[config.mk]
export PLATFORM = sky130hd
export DESIGN_NAME = mcd_core
export DESIGN_NICKNAME = d
export VERILOG_FILES = /design/src/inc/mcd_pkg.sv /design/src/hw/mcd_pulse_gen.sv /design/src/hw/mcd_core.sv
export SDC_FILE = /design/constraint.sdc
export NUM_CORES = 1
export LEC_CHECK = 0
export BUFFER_PORTS_ARGS = -buffer_cell sky130_fd_sc_hd__buf_2
export CAP_MARGIN = 15
export CORE_MARGIN = 10
export CORE_UTILIZATION = 51
export CTS_BUF_LIST = sky130_fd_sc_hd__clkbuf_8
export DETAILED_ROUTE_END_ITERATION = 16
export PLACE_DENSITY = 0.87
export SLEW_MARGIN = 20
export SYNTH_ARGS = -nofsm -noshare
export SYNTH_HDL_FRONTEND = slang
export SYNTH_SLANG_ARGS = --single-unit
[constraint.sdc]
create_clock -name clk -period 4.3 [get_ports clk]
set_input_delay 0.43 -clock clk [delete_from_list [all_inputs] [get_ports clk]]
set_output_delay 0.43 -clock clk [all_outputs]
set_load 0.01 [all_outputs]
[src/inc/mcd_pkg.sv]
// constants and types for the microcycle clock and datapath block
// assumes a single 20 MHz clock; lengths are given in ns and converted to cycles of that clock
package mcd_pkg;
  localparam int unsigned CLK_MHZ        = 20;
  localparam int unsigned UADDR_W        = 9;
  localparam int unsigned WORD_W         = 16;
  localparam int unsigned BA_W           = 18;
  localparam int unsigned DRV_W          = 18;
  // cycle length in ns for the three selectable lengths
  localparam int unsigned LEN_SHORT_NS   = 150;
  localparam int unsigned LEN_MED_NS     = 200;
  localparam int unsigned LEN_LONG_NS    = 300;
  localparam int unsigned LEN_SHORT_CYC  = (LEN_SHORT_NS * CLK_MHZ + 999) / 1000;
  localparam int unsigned LEN_MED_CYC    = (LEN_MED_NS * CLK_MHZ + 999) / 1000;
  localparam int unsigned LEN_LONG_CYC   = (LEN_LONG_NS * CLK_MHZ + 999) / 1000;
  localparam int unsigned CNT_W          = 4;
  // self addresses of the processor's own registers
  localparam logic [17:0] ADDR_STATUS    = 18'h3FFFE;
  localparam logic [17:0] ADDR_SLIMIT    = 18'h3FFFA;
  localparam logic [17:0] ADDR_SWITCH    = 18'h3FF78;
  localparam logic [17:0] ADDR_SPAD_BASE = 18'h3FF00;
  localparam logic [17:0] ADDR_SPAD_MASK = 18'h3FFF0;
  localparam logic [15:0] STACK_FLOOR    = 16'h0100;
  localparam logic [15:0] STACK_WARN     = 16'h0020;
  localparam logic [15:0] RST_WORD       = 16'h0000;
  localparam logic [8:0]  RST_UADDR      = 9'h000;
  localparam logic [1:0]  SEL_REGBUS     = 2'h0;
  localparam logic [1:0]  SEL_RESULT     = 2'h1;
  localparam logic [1:0]  SEL_SHIFT      = 2'h2;
  localparam logic [1:0]  SEL_SYSBUS     = 2'h3;
  typedef enum logic [1:0] {
    MCD_IDLE  = 2'b00,
    MCD_RUN   = 2'b01,
    MCD_DRAIN = 2'b11
  } mcd_state_e;
endpackage : mcd_pkg

[src/hw/mcd_pulse_gen.sv]
// three-phase pulse generator for one microcycle of selectable length
// assumes start is raised only while idle or on the last count, where it restarts the cycle
`timescale 1ns/1ps
module mcd_pulse_gen
  import mcd_pkg::*;
(
  input  wire logic       clk,
  input  wire logic       rst_n,
  input  wire logic       start,
  input  wire logic [1:0] len_sel,
  output logic            busy,
  output logic            pulse_first,
  output logic            pulse_second,
  output logic            pulse_third,
  output logic            next_trigger
);
  logic [CNT_W-1:0] cnt_ff;
  logic [CNT_W-1:0] len_ff;
  logic             busy_ff;
  logic [CNT_W-1:0] nxt_len;

  always_comb
  begin
    case (len_sel)
      2'b00:   nxt_len = CNT_W'(LEN_SHORT_CYC);
      2'b01:   nxt_len = CNT_W'(LEN_MED_CYC);
      default: nxt_len = CNT_W'(LEN_LONG_CYC);
    endcase
  end

  always_ff @(posedge clk or negedge rst_n)
  begin
    if (!rst_n)
    begin
      cnt_ff  <= '0;
      len_ff  <= '0;
      busy_ff <= 1'b0;
    end
    else if (start && (!busy_ff || cnt_ff == len_ff))
    begin
      cnt_ff  <= 4'h1;
      len_ff  <= nxt_len;
      busy_ff <= 1'b1;
    end
    else if (busy_ff)
    begin
      if (cnt_ff == len_ff)
        busy_ff <= 1'b0;
      cnt_ff <= cnt_ff + 4'h1;
    end
  end

  // pulses fall on the first, middle and last cycle so their order is fixed
  assign busy         = busy_ff;
  assign pulse_first  = busy_ff && (cnt_ff == 4'h1);
  assign pulse_second = busy_ff && (cnt_ff == (len_ff >> 1) + 4'h1);
  assign pulse_third  = busy_ff && (cnt_ff == len_ff);
  assign next_trigger = pulse_third;
endmodule : mcd_pulse_gen

[src/hw/mcd_core.sv]
// microcycle clock control plus result/address/instruction datapath
// assumes microword fields are stable for the whole microcycle and that
// console switches and restart/continue come from pins (synchronised here)
//
// Summary of operation
// - match is high only when all nine microaddress bits equal switch bits
// - in maintenance mode a match halts the clock; otherwise a scope sync
// - running and idle flops; halt bit stops, restart or continue resumes
// - two length bits pick one of three microcycle lengths
// - three ordered pulses per cycle, trigger starts the next cycle
// - destination clocks come from a pulse gated by microword enables
// - separate enables for holder, address, B, result, scratch writes
// - two-bit field selects register bus, result, shifted result, or bus data
// - selector output feeds holder, scratch, B, status, display, option bus
// - result register loads ALU output and drives selector and bus data
// - display shows the inverted selector output
// - eighteen-bit address decoded to status, limit, scratch, switch selects
// - decoder raises overflow stop and overflow warning
// - zero detect whenever the result register is all zeros
// - nine buffers drive microaddress to history and match; expansion port registers the pointer directly
// - instruction holder loads from selector during fetch
// - past microaddress captures the pointer every microcycle
`timescale 1ns/1ps
module mcd_core
  import mcd_pkg::*;
(
  input  wire logic [8:0]  microaddress_pointer,
  input  wire logic [15:0] console_switch_word,
  input  wire logic        clk,
  input  wire logic        rst_n,
  input  wire logic        maint_mode,
  input  wire logic        restart_req,
  input  wire logic        continue_req,
  input  wire logic        microword_clock_halt,
  input  wire logic        cycle_length_bit0,
  input  wire logic        cycle_length_bit1,
  input  wire logic        instr_holder_clock_enable,
  input  wire logic        bus_address_clock_enable,
  input  wire logic        b_operand_clock_enable,
  input  wire logic        result_clock_enable,
  input  wire logic        scratch_write_high_byte,
  input  wire logic        scratch_write_low_byte,
  input  wire logic [1:0]  result_sel,
  input  wire logic [15:0] reg_read_bus,
  input  wire logic [15:0] alu_out,
  input  wire logic [15:0] sys_bus_data_in,
  input  wire logic [17:0] bus_address,
  input  wire logic [15:0] stack_pointer,
  input  wire logic        stack_check,
  input  wire logic [8:0]  expansion_hi_bits,
  output logic             match_ff,
  output logic             scope_sync_ff,
  output logic             running_ff,
  output logic             idle_ff,
  output logic             timing_pulse_first_ff,
  output logic             timing_pulse_second_ff,
  output logic             timing_pulse_third_ff,
  output logic             next_cycle_trigger_ff,
  output logic             clk_instr_ff,
  output logic             clk_bus_address_ff,
  output logic             clk_b_operand_ff,
  output logic             clk_result_ff,
  output logic             wr_scratch_high_ff,
  output logic             wr_scratch_low_ff,
  output logic [15:0]      result_selector_ff,
  output logic [15:0]      result_reg_ff,
  output logic [15:0]      sys_bus_data_out_ff,
  output logic [15:0]      data_display_ff,
  output logic             sel_status_ff,
  output logic             sel_stack_limit_ff,
  output logic             sel_scratch_ff,
  output logic             sel_switch_ff,
  output logic             stack_overflow_stop_ff,
  output logic             stack_overflow_flag_ff,
  output logic             result_zero_ff,
  output logic [8:0]       buffered_microaddress_ff,
  output logic [17:0]      expansion_microaddress_ff,
  output logic [8:0]       past_microaddress_ff,
  output logic [15:0]      instruction_holder_ff,
  output logic [2:0]       instr_branch_bits_ff,
  output logic [3:0]       instr_scratch_sel_ff
);
  import mcd_pkg::*;

  mcd_state_e       state_ff;
  mcd_state_e       nxt_state;
  logic [1:0]       maint_sync_ff;
  logic [1:0]       restart_sync_ff;
  logic [1:0]       cont_sync_ff;
  logic [UADDR_W-1:0] sw_sync1_ff;
  logic [UADDR_W-1:0] sw_sync2_ff;
  logic             restart_d_ff;
  logic             cont_d_ff;
  logic             resume;
  logic             stop_pending_ff;
  logic             start_pulse;
  logic             gen_busy;
  logic             p_first;
  logic             p_second;
  logic             p_third;
  logic             p_trig;
  logic [8:0]       eq_bits;
  logic             match_now;
  logic [15:0]      nxt_select;

  // pins pass two flops; the second stage is read, and restart/continue also feed a third flop for edge detect
  always_ff @(posedge clk or negedge rst_n)
  begin
    if (!rst_n)
    begin
      maint_sync_ff   <= 2'h0;
      restart_sync_ff <= 2'h0;
      cont_sync_ff    <= 2'h0;
      sw_sync1_ff     <= RST_UADDR;
      sw_sync2_ff     <= RST_UADDR;
      restart_d_ff    <= 1'b0;
      cont_d_ff       <= 1'b0;
    end
    else
    begin
      maint_sync_ff   <= {maint_sync_ff[0], maint_mode};
      restart_sync_ff <= {restart_sync_ff[0], restart_req};
      cont_sync_ff    <= {cont_sync_ff[0], continue_req};
      sw_sync1_ff     <= console_switch_word[8:0];
      sw_sync2_ff     <= sw_sync1_ff;
      restart_d_ff    <= restart_sync_ff[1];
      cont_d_ff       <= cont_sync_ff[1];
    end
  end

  assign resume = (restart_sync_ff[1] && !restart_d_ff) ||
                  (cont_sync_ff[1] && !cont_d_ff);

  // per-bit equivalence, then all must agree
  genvar gi;
  generate
    for (gi = 0; gi < UADDR_W; gi++)
    begin : g_eq
      assign eq_bits[gi] = ~(buffered_microaddress_ff[gi] ^ sw_sync2_ff[gi]);
    end
  endgenerate
  assign match_now = &eq_bits;

  always_ff @(posedge clk or negedge rst_n)
  begin
    if (!rst_n)
    begin
      match_ff      <= 1'b0;
      scope_sync_ff <= 1'b0;
    end
    else
    begin
      match_ff      <= match_now;
      scope_sync_ff <= match_now && !maint_sync_ff[1];
    end
  end

  // a stop request is remembered until the cycle's last pulse has passed
  always_ff @(posedge clk or negedge rst_n)
  begin
    if (!rst_n)
      stop_pending_ff <= 1'b0;
    else if (state_ff == MCD_RUN && gen_busy &&
             (microword_clock_halt || (maint_sync_ff[1] && match_now)))
      stop_pending_ff <= 1'b1;
    else if (state_ff != MCD_RUN)
      stop_pending_ff <= 1'b0;
  end

  always_comb
  begin
    nxt_state = state_ff;
    case (state_ff)
      MCD_IDLE:
        if (resume)
          nxt_state = MCD_RUN;
      MCD_RUN:
        if (p_trig && stop_pending_ff)
          nxt_state = MCD_DRAIN;
      MCD_DRAIN:
        if (!gen_busy)
          nxt_state = MCD_IDLE;
      default:
        nxt_state = MCD_IDLE;
    endcase
  end

  always_ff @(posedge clk or negedge rst_n)
  begin
    if (!rst_n)
      state_ff <= MCD_IDLE;
    else
      state_ff <= nxt_state;
  end

  always_ff @(posedge clk or negedge rst_n)
  begin
    if (!rst_n)
    begin
      running_ff <= 1'b0;
      idle_ff    <= 1'b1;
    end
    else
    begin
      running_ff <= (nxt_state == MCD_RUN);
      idle_ff    <= (nxt_state == MCD_IDLE);
    end
  end

  // the trigger restarts the generator itself so no idle clock stretches the cycle
  assign start_pulse = state_ff == MCD_RUN && (!gen_busy || p_trig && !stop_pending_ff);

  mcd_pulse_gen u_pulse
  (
    .clk          (clk),
    .rst_n        (rst_n),
    .start        (start_pulse),
    .len_sel      ({cycle_length_bit1, cycle_length_bit0}),
    .busy         (gen_busy),
    .pulse_first  (p_first),
    .pulse_second (p_second),
    .pulse_third  (p_third),
    .next_trigger (p_trig)
  );

  always_ff @(posedge clk or negedge rst_n)
  begin
    if (!rst_n)
    begin
      timing_pulse_first_ff  <= 1'b0;
      timing_pulse_second_ff <= 1'b0;
      timing_pulse_third_ff  <= 1'b0;
      next_cycle_trigger_ff  <= 1'b0;
    end
    else
    begin
      timing_pulse_first_ff  <= p_first;
      timing_pulse_second_ff <= p_second;
      timing_pulse_third_ff  <= p_third;
      next_cycle_trigger_ff  <= p_trig;
    end
  end

  // destination strobes all taken from the third pulse so data is settled
  always_ff @(posedge clk or negedge rst_n)
  begin
    if (!rst_n)
    begin
      clk_instr_ff       <= 1'b0;
      clk_bus_address_ff <= 1'b0;
      clk_b_operand_ff   <= 1'b0;
      clk_result_ff      <= 1'b0;
      wr_scratch_high_ff <= 1'b0;
      wr_scratch_low_ff  <= 1'b0;
    end
    else
    begin
      clk_instr_ff       <= p_third && instr_holder_clock_enable;
      clk_bus_address_ff <= p_third && bus_address_clock_enable;
      clk_b_operand_ff   <= p_third && b_operand_clock_enable;
      clk_result_ff      <= p_third && result_clock_enable;
      wr_scratch_high_ff <= p_third && scratch_write_high_byte;
      wr_scratch_low_ff  <= p_third && scratch_write_low_byte;
    end
  end

  always_comb
  begin
    case (result_sel)
      SEL_REGBUS: nxt_select = reg_read_bus;
      SEL_RESULT: nxt_select = result_reg_ff;
      SEL_SHIFT:  nxt_select = {1'b0, result_reg_ff[15:1]};
      default:    nxt_select = sys_bus_data_in;
    endcase
  end

  always_ff @(posedge clk or negedge rst_n)
  begin
    if (!rst_n)
    begin
      result_selector_ff <= RST_WORD;
      data_display_ff    <= ~RST_WORD;
    end
    else
    begin
      result_selector_ff <= nxt_select;
      data_display_ff    <= ~nxt_select;
    end
  end

  always_ff @(posedge clk or negedge rst_n)
  begin
    if (!rst_n)
    begin
      result_reg_ff       <= RST_WORD;
      sys_bus_data_out_ff <= RST_WORD;
      result_zero_ff      <= 1'b1;
    end
    else if (p_third && result_clock_enable)
    begin
      result_reg_ff       <= alu_out;
      sys_bus_data_out_ff <= alu_out;
      result_zero_ff      <= (alu_out == RST_WORD);
    end
  end

  // decode is registered; selects lag the address by one clock
  always_ff @(posedge clk or negedge rst_n)
  begin
    if (!rst_n)
    begin
      sel_status_ff          <= 1'b0;
      sel_stack_limit_ff     <= 1'b0;
      sel_scratch_ff         <= 1'b0;
      sel_switch_ff          <= 1'b0;
      stack_overflow_stop_ff <= 1'b0;
      stack_overflow_flag_ff <= 1'b0;
    end
    else
    begin
      sel_status_ff      <= (bus_address == ADDR_STATUS);
      sel_stack_limit_ff <= (bus_address == ADDR_SLIMIT);
      sel_scratch_ff     <= ((bus_address & ADDR_SPAD_MASK) == ADDR_SPAD_BASE);
      sel_switch_ff      <= (bus_address == ADDR_SWITCH);
      // below the floor minus the band is fatal; inside the band just under the floor it only warns
      stack_overflow_stop_ff <= stack_check && (stack_pointer < STACK_FLOOR - STACK_WARN);
      stack_overflow_flag_ff <= stack_check && (stack_pointer < STACK_FLOOR);
    end
  end

  always_ff @(posedge clk or negedge rst_n)
  begin
    if (!rst_n)
    begin
      buffered_microaddress_ff  <= RST_UADDR;
      expansion_microaddress_ff <= 18'h00000;
    end
    else
    begin
      buffered_microaddress_ff  <= microaddress_pointer;
      expansion_microaddress_ff <= {expansion_hi_bits, microaddress_pointer};
    end
  end

  always_ff @(posedge clk or negedge rst_n)
  begin
    if (!rst_n)
      past_microaddress_ff <= RST_UADDR;
    else if (p_trig)
      past_microaddress_ff <= buffered_microaddress_ff;
  end

  always_ff @(posedge clk or negedge rst_n)
  begin
    if (!rst_n)
    begin
      instruction_holder_ff <= RST_WORD;
      instr_branch_bits_ff  <= 3'h0;
      instr_scratch_sel_ff  <= 4'h0;
    end
    else if (p_third && instr_holder_clock_enable)
    begin
      instruction_holder_ff <= nxt_select;
      instr_branch_bits_ff  <= nxt_select[5:3];
      instr_scratch_sel_ff  <= {1'b0, nxt_select[2:0]};
    end
  end
endmodule : mcd_core

* Word-level counts from Yosys, hierarchy flattened
Index checks and enable logic that the tools add are counted.
** Operators by class
- $add $sub $neg :: 2
- Magnitude comparators :: 2
- Equality and inequality tests :: 14
- Multiplexer cells :: 13
- Bitwise gates (word level) :: 19
- Reductions and logical operators :: 38
** Operators by type and width (count)
- == test 18 bit (second input constant) :: 3
- one-hot mux 16 bit (3 select lines) :: 1
- logical AND 1 bit :: 21
- logical NOT 16 bit :: 1
- < comparator 16 x 8 -> 1 bit (second input constant) :: 1
- < comparator 16 x 9 -> 1 bit (second input constant) :: 1
- inverter 16 bit :: 1
- == test 14 bit (second input constant) :: 1
- inverter 1 bit :: 9
- AND reduction 9 bit :: 1
- bitwise XOR 1 bit :: 9
- == test 2 x 1 -> 1 bit (second input constant) :: 4
- == test 4 bit :: 2
- logical NOT 2 bit :: 4
- 2-to-1 mux 4 bit :: 2
- 2-to-1 mux 2 bit :: 3
- one-hot mux 2 bit (3 select lines) :: 1
- one-hot mux 3 bit (2 select lines) :: 1
- logical NOT 1 bit :: 5
- 2-to-1 mux 1 bit :: 5
- adder 3 x 1 -> 4 bit (second input constant) :: 1
- adder 4 x 1 -> 4 bit (second input constant) :: 1
- == test 2 bit (second input constant) :: 2
- == test 4 x 1 -> 1 bit (second input constant) :: 1
- other kinds (3) :: 7
** Storage, ports and cells
- Register bits after elaboration :: 164
- Input port bits :: 133
- Output and inout port bits :: 144
- Logic and storage cells :: 129

* Depth between registers and ports, before layout
- Depth in word-level cells :: 7
- Mapped depth :: 6
- Depth with buffers taken out :: 4

* By module
Synthesis repeated with hierarchy kept, for this count alone.
** Second synthesis, totals
- Cells, all modules :: 401
- Area, all modules :: 5725.5 um2
** Modules (own cells, without submodules)
- mcd_core :: instances 1, cells each 339, area each 5136.2 um2, sequential area each 3550.9 um2
- mcd_pulse_gen :: instances 1, cells each 62, area each 589.3 um2, sequential area each 200.2 um2

* Worst setup path before layout
No wires, ideal clock.
- Path type :: reg2reg
- Start point :: reg u_pulse.cnt_ff[2]
- End point :: reg u_pulse.len_ff[0]
- Setup time :: 0.125 ns
- Arrival time :: 1.841 ns
- Data required time :: 4.175 ns
- Setup slack :: 2.334 ns
- Cell stages (with the launch flop) :: 7
- Path through :: dfrtp_1 buf_6 xor2_2 nor4_4 a22o_1 buf_2 mux2_2
** Between the ends
- Longest elaborated chain between the ends :: 6
- Elaborated cells between the ends (all ways) :: 7
- Those cells by class :: eq/ne (1); reduce/logical (6)
** Ends and longest elaborated chain
- start, declared :: line mcd_pulse_gen.sv:17 : logic [CNT_W-1:0] cnt_ff;
- start signal, assigned :: line mcd_pulse_gen.sv:49 : cnt_ff <= cnt_ff + 4'h1;
- == test 4 bit * :: line mcd_pulse_gen.sv:39, mcd_pulse_gen.sv:57
- logical AND 1 bit :: line mcd_pulse_gen.sv:57 : assign pulse_third = busy_ff && (cnt_ff == len_ff);
- logical AND 1 bit :: line mcd_core.sv:211 : assign start_pulse = state_ff == MCD_RUN && (!gen_busy || p_trig && !stop_pending_ff);
- logical OR 1 bit :: line mcd_core.sv:211
- logical AND 1 bit :: line mcd_core.sv:211
- logical AND 1 bit * :: line mcd_pulse_gen.sv:39 : else if (start && (!busy_ff || cnt_ff == len_ff))
- end signal, assigned :: line mcd_pulse_gen.sv:42 : len_ff <= nxt_len;
- end, declared :: line mcd_pulse_gen.sv:18 : logic [CNT_W-1:0] len_ff;
Every way passes the cells marked *; elsewhere a longest branch is shown, timed or not.
A chain may end at the register's enable or synchronous reset.

* Final worst setup path
- Start point :: reg u_pulse.cnt_ff[2]
- End point :: reg instruction_holder_ff[12]
** Between the ends
- Longest elaborated chain between the ends :: 3
** Ends and longest elaborated chain
- == test 4 bit :: line mcd_pulse_gen.sv:57
- logical AND 1 bit :: line mcd_pulse_gen.sv:57
- logical AND 1 bit :: line mcd_core.sv:361 : else if (p_third && instr_holder_clock_enable)
- end signal, assigned :: line mcd_core.sv:363 : instruction_holder_ff <= nxt_select;
- end, declared :: line mcd_core.sv:79 : output logic [15:0] instruction_holder_ff,
No other way between the ends.

==> run summary <==
===========================================================================================
Outcome ...................................................................... complete, no violations
Number of levels the H-tree was split into ...................................            4
Max-cap violation count ......................................................            0
Flop-to-flop setup slack .....................................................      1.97 ns
Chip Height ..................................................................     125.6 um
M1 WL ........................................................................      5431 um
Post-synthesis cell area .....................................................    5687 um^2
Syn nets .....................................................................          503
Share of final-layout standard cells stronger than drive strength 1 ..........       60.39%
Share of the yosys chip area belonging to registers ..........................       65.52%
Overall die area .............................................................  15,770 um^2
Power per unit of standard cell area ......................................... 642.3 nW/um^2
Category of the worst setup path launch point ................................    flip-flop
Highest-count cells in the layout ignoring fill and taps ..................... sky130_fd_sc_hd__buf_2, sky130_fd_sc_hd__dfrtp_1, sky130_fd_sc_hd__inv_1
Peak supply drop .............................................................  0.0004134 V
Most common flop cell mapped by yosys ........................................ sky130_fd_sc_hd__dfrtp_1
Number of routed nets with antenna violations ................................            0
Total clock buffers created by CTS ...........................................           17
Total of warnings raised by yosys ............................................            0
Post-Layout Cell Count .......................................................          762
Count of mapped cells out of synthesis .......................................          367
Initial antenna violation count ..............................................            1
Vias/cell ....................................................................        4.902
Clock period minus worst slack ...............................................     2.331 ns
Fill cell count ..............................................................          791
Number of design-rule violations left by the first detailed-router iteration .          221
Hold/Removal Path Class ...................................................... input pin to flip-flop
Arr. time, crit path .........................................................      2.64 ns
Total Nets Final .............................................................          745
Total instance count after detailed placement ................................          729
Unrepaired setup endpoints after global routing ..............................           no
Number of different library cells in the post-synthesis netlist ..............           40
Clk_lat worst skew ...........................................................      0.43 ns
Core ar. .....................................................................  10,890 um^2
Total Neg Setup Slack ........................................................         0 ns
Worst endpoint required time .................................................      4.61 ns
Detailed Route WL ............................................................    15,220 um
Cell Rows ....................................................................           38
Clock Path Buffers ...........................................................            2
Clock sink count .............................................................          148
Wire per inst ................................................................     19.98 um
First-pass GRT wire length ...................................................    24,250 um
Clock skew ...................................................................  0.006901 ns
Clock Root Buffer ............................................................ sky130_fd_sc_hd__clkbuf_8
GRT overflow .................................................................            0
Fmax .........................................................................   0.4289 GHz
Maximum fanout encountered on the critical timing path .......................           17
Average size of a mapped cell ................................................   15.50 um^2
Endpoint kind of the worst setup timing path .................................    flip-flop
CP Capture Point ............................................................. instruction_holder_ff[12]$_DFFE_PN0P_
Initial DRT Pass Iterations ..................................................            4
Worst setup path start ....................................................... u_pulse.cnt_ff[2]$_DFFE_PN0P_
Boundary Pins ................................................................          277
Residual DRC count ...........................................................            0
Post-synth EDFFs .............................................................            0
Top Layer Used ...............................................................         met4
Clock tree from TritonCTS ....................................................        built
Clock slew seen by the registers of the worst setup and hold paths ...........      0.08 ns
Gr usage total ...............................................................       19.59%
Final worst-path cycle share .................................................       54.22%
Static leakage ...............................................................  0.003845 uW
Total via count after detailed routing .......................................        3,735
Yosys reg bits ...............................................................          148
Most common library cell in the layout ignoring fill and taps ................ sky130_fd_sc_hd__buf_2
Worst slack on hold paths ....................................................   0.09819 ns
Pin count of the biggest net entering global routing .........................           67
FF-to-FF path depth ..........................................................            4
Post-detailed-placement half-perimeter wirelength ............................    12,090 um
Post-CTS Setup Bufs ..........................................................            0
Final-report hold violation count ............................................            0
Count of input and output buffers ............................................          263
Async set-reset flop share out of synthesis ..................................       100.0%
Class of the most critical setup path ........................................ flip-flop to flip-flop
Transition time of the tightest slew-check pin ...............................    0.7506 ns
Via count of the first global-routing pass ...................................        4,296
Capturing point of the worst reg2reg path .................................... instruction_holder_ff[12]$_DFFE_PN0P_
Setup violators final ........................................................            0
Worst relative slew slack ....................................................       49.58%
Width of the die .............................................................     125.6 um
Initial Utilization ..........................................................       52.23%
Met3 routed WL ...............................................................      1319 um
Routability-driven placement congestion ratio ................................       0.8275
Start of the worst register-to-register path ................................. u_pulse.cnt_ff[2]$_DFFE_PN0P_
P&R area growth vs syn .......................................................       28.21%
Number of slew-limit violations in the final report ..........................            0
Met2 wire length .............................................................      8245 um
===========================================================================================
registers in the layout, summed over array words and instances (netlist names), 4 cells and up:
signal,count
data_display_ff,16
expansion_microaddress_ff,18
instruction_holder_ff,16
past_microaddress_ff,9
result_selector_ff,16
sw_sync1_ff,9
sw_sync2_ff,9
sys_bus_data_out_ff,16
u_pulse.cnt_ff,4
final cells by class:
class	instances	area, um^2	share of cell area (%)
Sequential cell	148	3726	51.11
Clock buffer	18	247.7	3.398
Clock inverter	13	143.9	1.974
Multi-Input combinational cell	150	1550	21.26
Inverter	26	97.59	1.339
Timing Repair Buffer	266	1348	18.48
Antenna cell	1	2.502	0.03432
Tap cell	140	175.2	2.403
repair_timing:
| item | 4_1_cts | 5_1_grt |
|---|---|---|
| hold buffers | 1 | 0 |
| hold endpoints to repair | 55 | 0 |
| resized for setup | 0 | 0 |
through the flow:
step	util [%]	total power, uW	worst slack (ns)	instance area [um^2]
final	66.96	4683	1.969	7291
after global routing	66.96	4962	1.816	7291
after CTS	66.94	4742	1.955	7288
after detailed placement	63.25	3669	1.985	6887
after global placement	63.25	3582	2.070	6887
after floorplan	-	3083	2.334	5687
synthesized netlist by cell type (3+ instances only):
cell type                    n  area [um^2]
sky130_fd_sc_hd__dfrtp_1   130         3253
sky130_fd_sc_hd__buf_4      33        247.7
sky130_fd_sc_hd__inv_1      26        97.59
sky130_fd_sc_hd__mux2_2     26        292.8
sky130_fd_sc_hd__dfstp_2    18        473.0
sky130_fd_sc_hd__mux2_4     17        255.2
sky130_fd_sc_hd__mux4_2     15        337.8
sky130_fd_sc_hd__xnor2_1    11        96.34
sky130_fd_sc_hd__nor2_1     10        37.54
sky130_fd_sc_hd__nand4_1     7        43.79
sky130_fd_sc_hd__nor4_1      7        43.79
sky130_fd_sc_hd__nand2b_1    6        37.54
sky130_fd_sc_hd__xor2_1      6        52.55
sky130_fd_sc_hd__and3_1      5        31.28
sky130_fd_sc_hd__nand2_1     5        18.77
sky130_fd_sc_hd__buf_2       4        20.02
sky130_fd_sc_hd__a21oi_1     3        15.01
sky130_fd_sc_hd__buf_6       3        33.78
sky130_fd_sc_hd__clkbuf_1    3        11.26
sky130_fd_sc_hd__ha_1        3        37.54
sky130_fd_sc_hd__mux2i_1     3        30.03
sky130_fd_sc_hd__nand3_1     3        15.01
sky130_fd_sc_hd__nor3_1      3        15.01
sky130_fd_sc_hd__o21ai_0     3        15.01
logic make-up (layout without fill, tap and decap cells):
logic type	Yosys count	after routing	share of synthesized area, %
buf+inv	69	323	7.217
simple gates	56	56	6.205
compound gates	11	11	1.320
fa+ha+maj	3	3	0.6601
flops	148	148	65.52
mux	61	61	16.11
xor+xnor	18	18	2.904
other cells	1	2	0.06594
worst min path at each step:
stage                             start                                       to  slack (ns)  depth (start not counted)
2_1_floorplan                     rst_n               clk_b_operand_ff$_DFF_PN0_        0.13                          0
3_3_place_gp   sw_sync1_ff[4]$_DFF_PN0_                 sw_sync2_ff[4]$_DFF_PN0_        0.33                          0
3_5_place_dp   sw_sync1_ff[8]$_DFF_PN0_                 sw_sync2_ff[8]$_DFF_PN0_        0.33                          0
4_1_cts            expansion_hi_bits[4]  expansion_microaddress_ff[13]$_DFF_PN0_        0.07                          1
5_1_grt         microaddress_pointer[4]   expansion_microaddress_ff[4]$_DFF_PN0_        0.06                          1
6_report           expansion_hi_bits[4]  expansion_microaddress_ff[13]$_DFF_PN0_         0.1                          1
worst max-delay path, cell delays in order, from the launching register on:
cell	delay (ns)
sky130_fd_sc_hd__dfrtp_1	0.47
sky130_fd_sc_hd__xor2_2	0.20
sky130_fd_sc_hd__nor4_4	0.69
sky130_fd_sc_hd__nand3_4	0.42
sky130_fd_sc_hd__mux2_4	0.42
report_power, final:
group          internal (uW)  switching, uW
Sequential              1790            273
Combinational            769            793
Clock                    576            481
Total                   3140           1550
layer usage:
metal  GRT usage (%)  vias up
met1           20.26     1839
met4           6.030        0
li1                -     1700
met3           8.830       20
met5               0        -
met2           34.71      176
(Power assumes the default switching activity.)
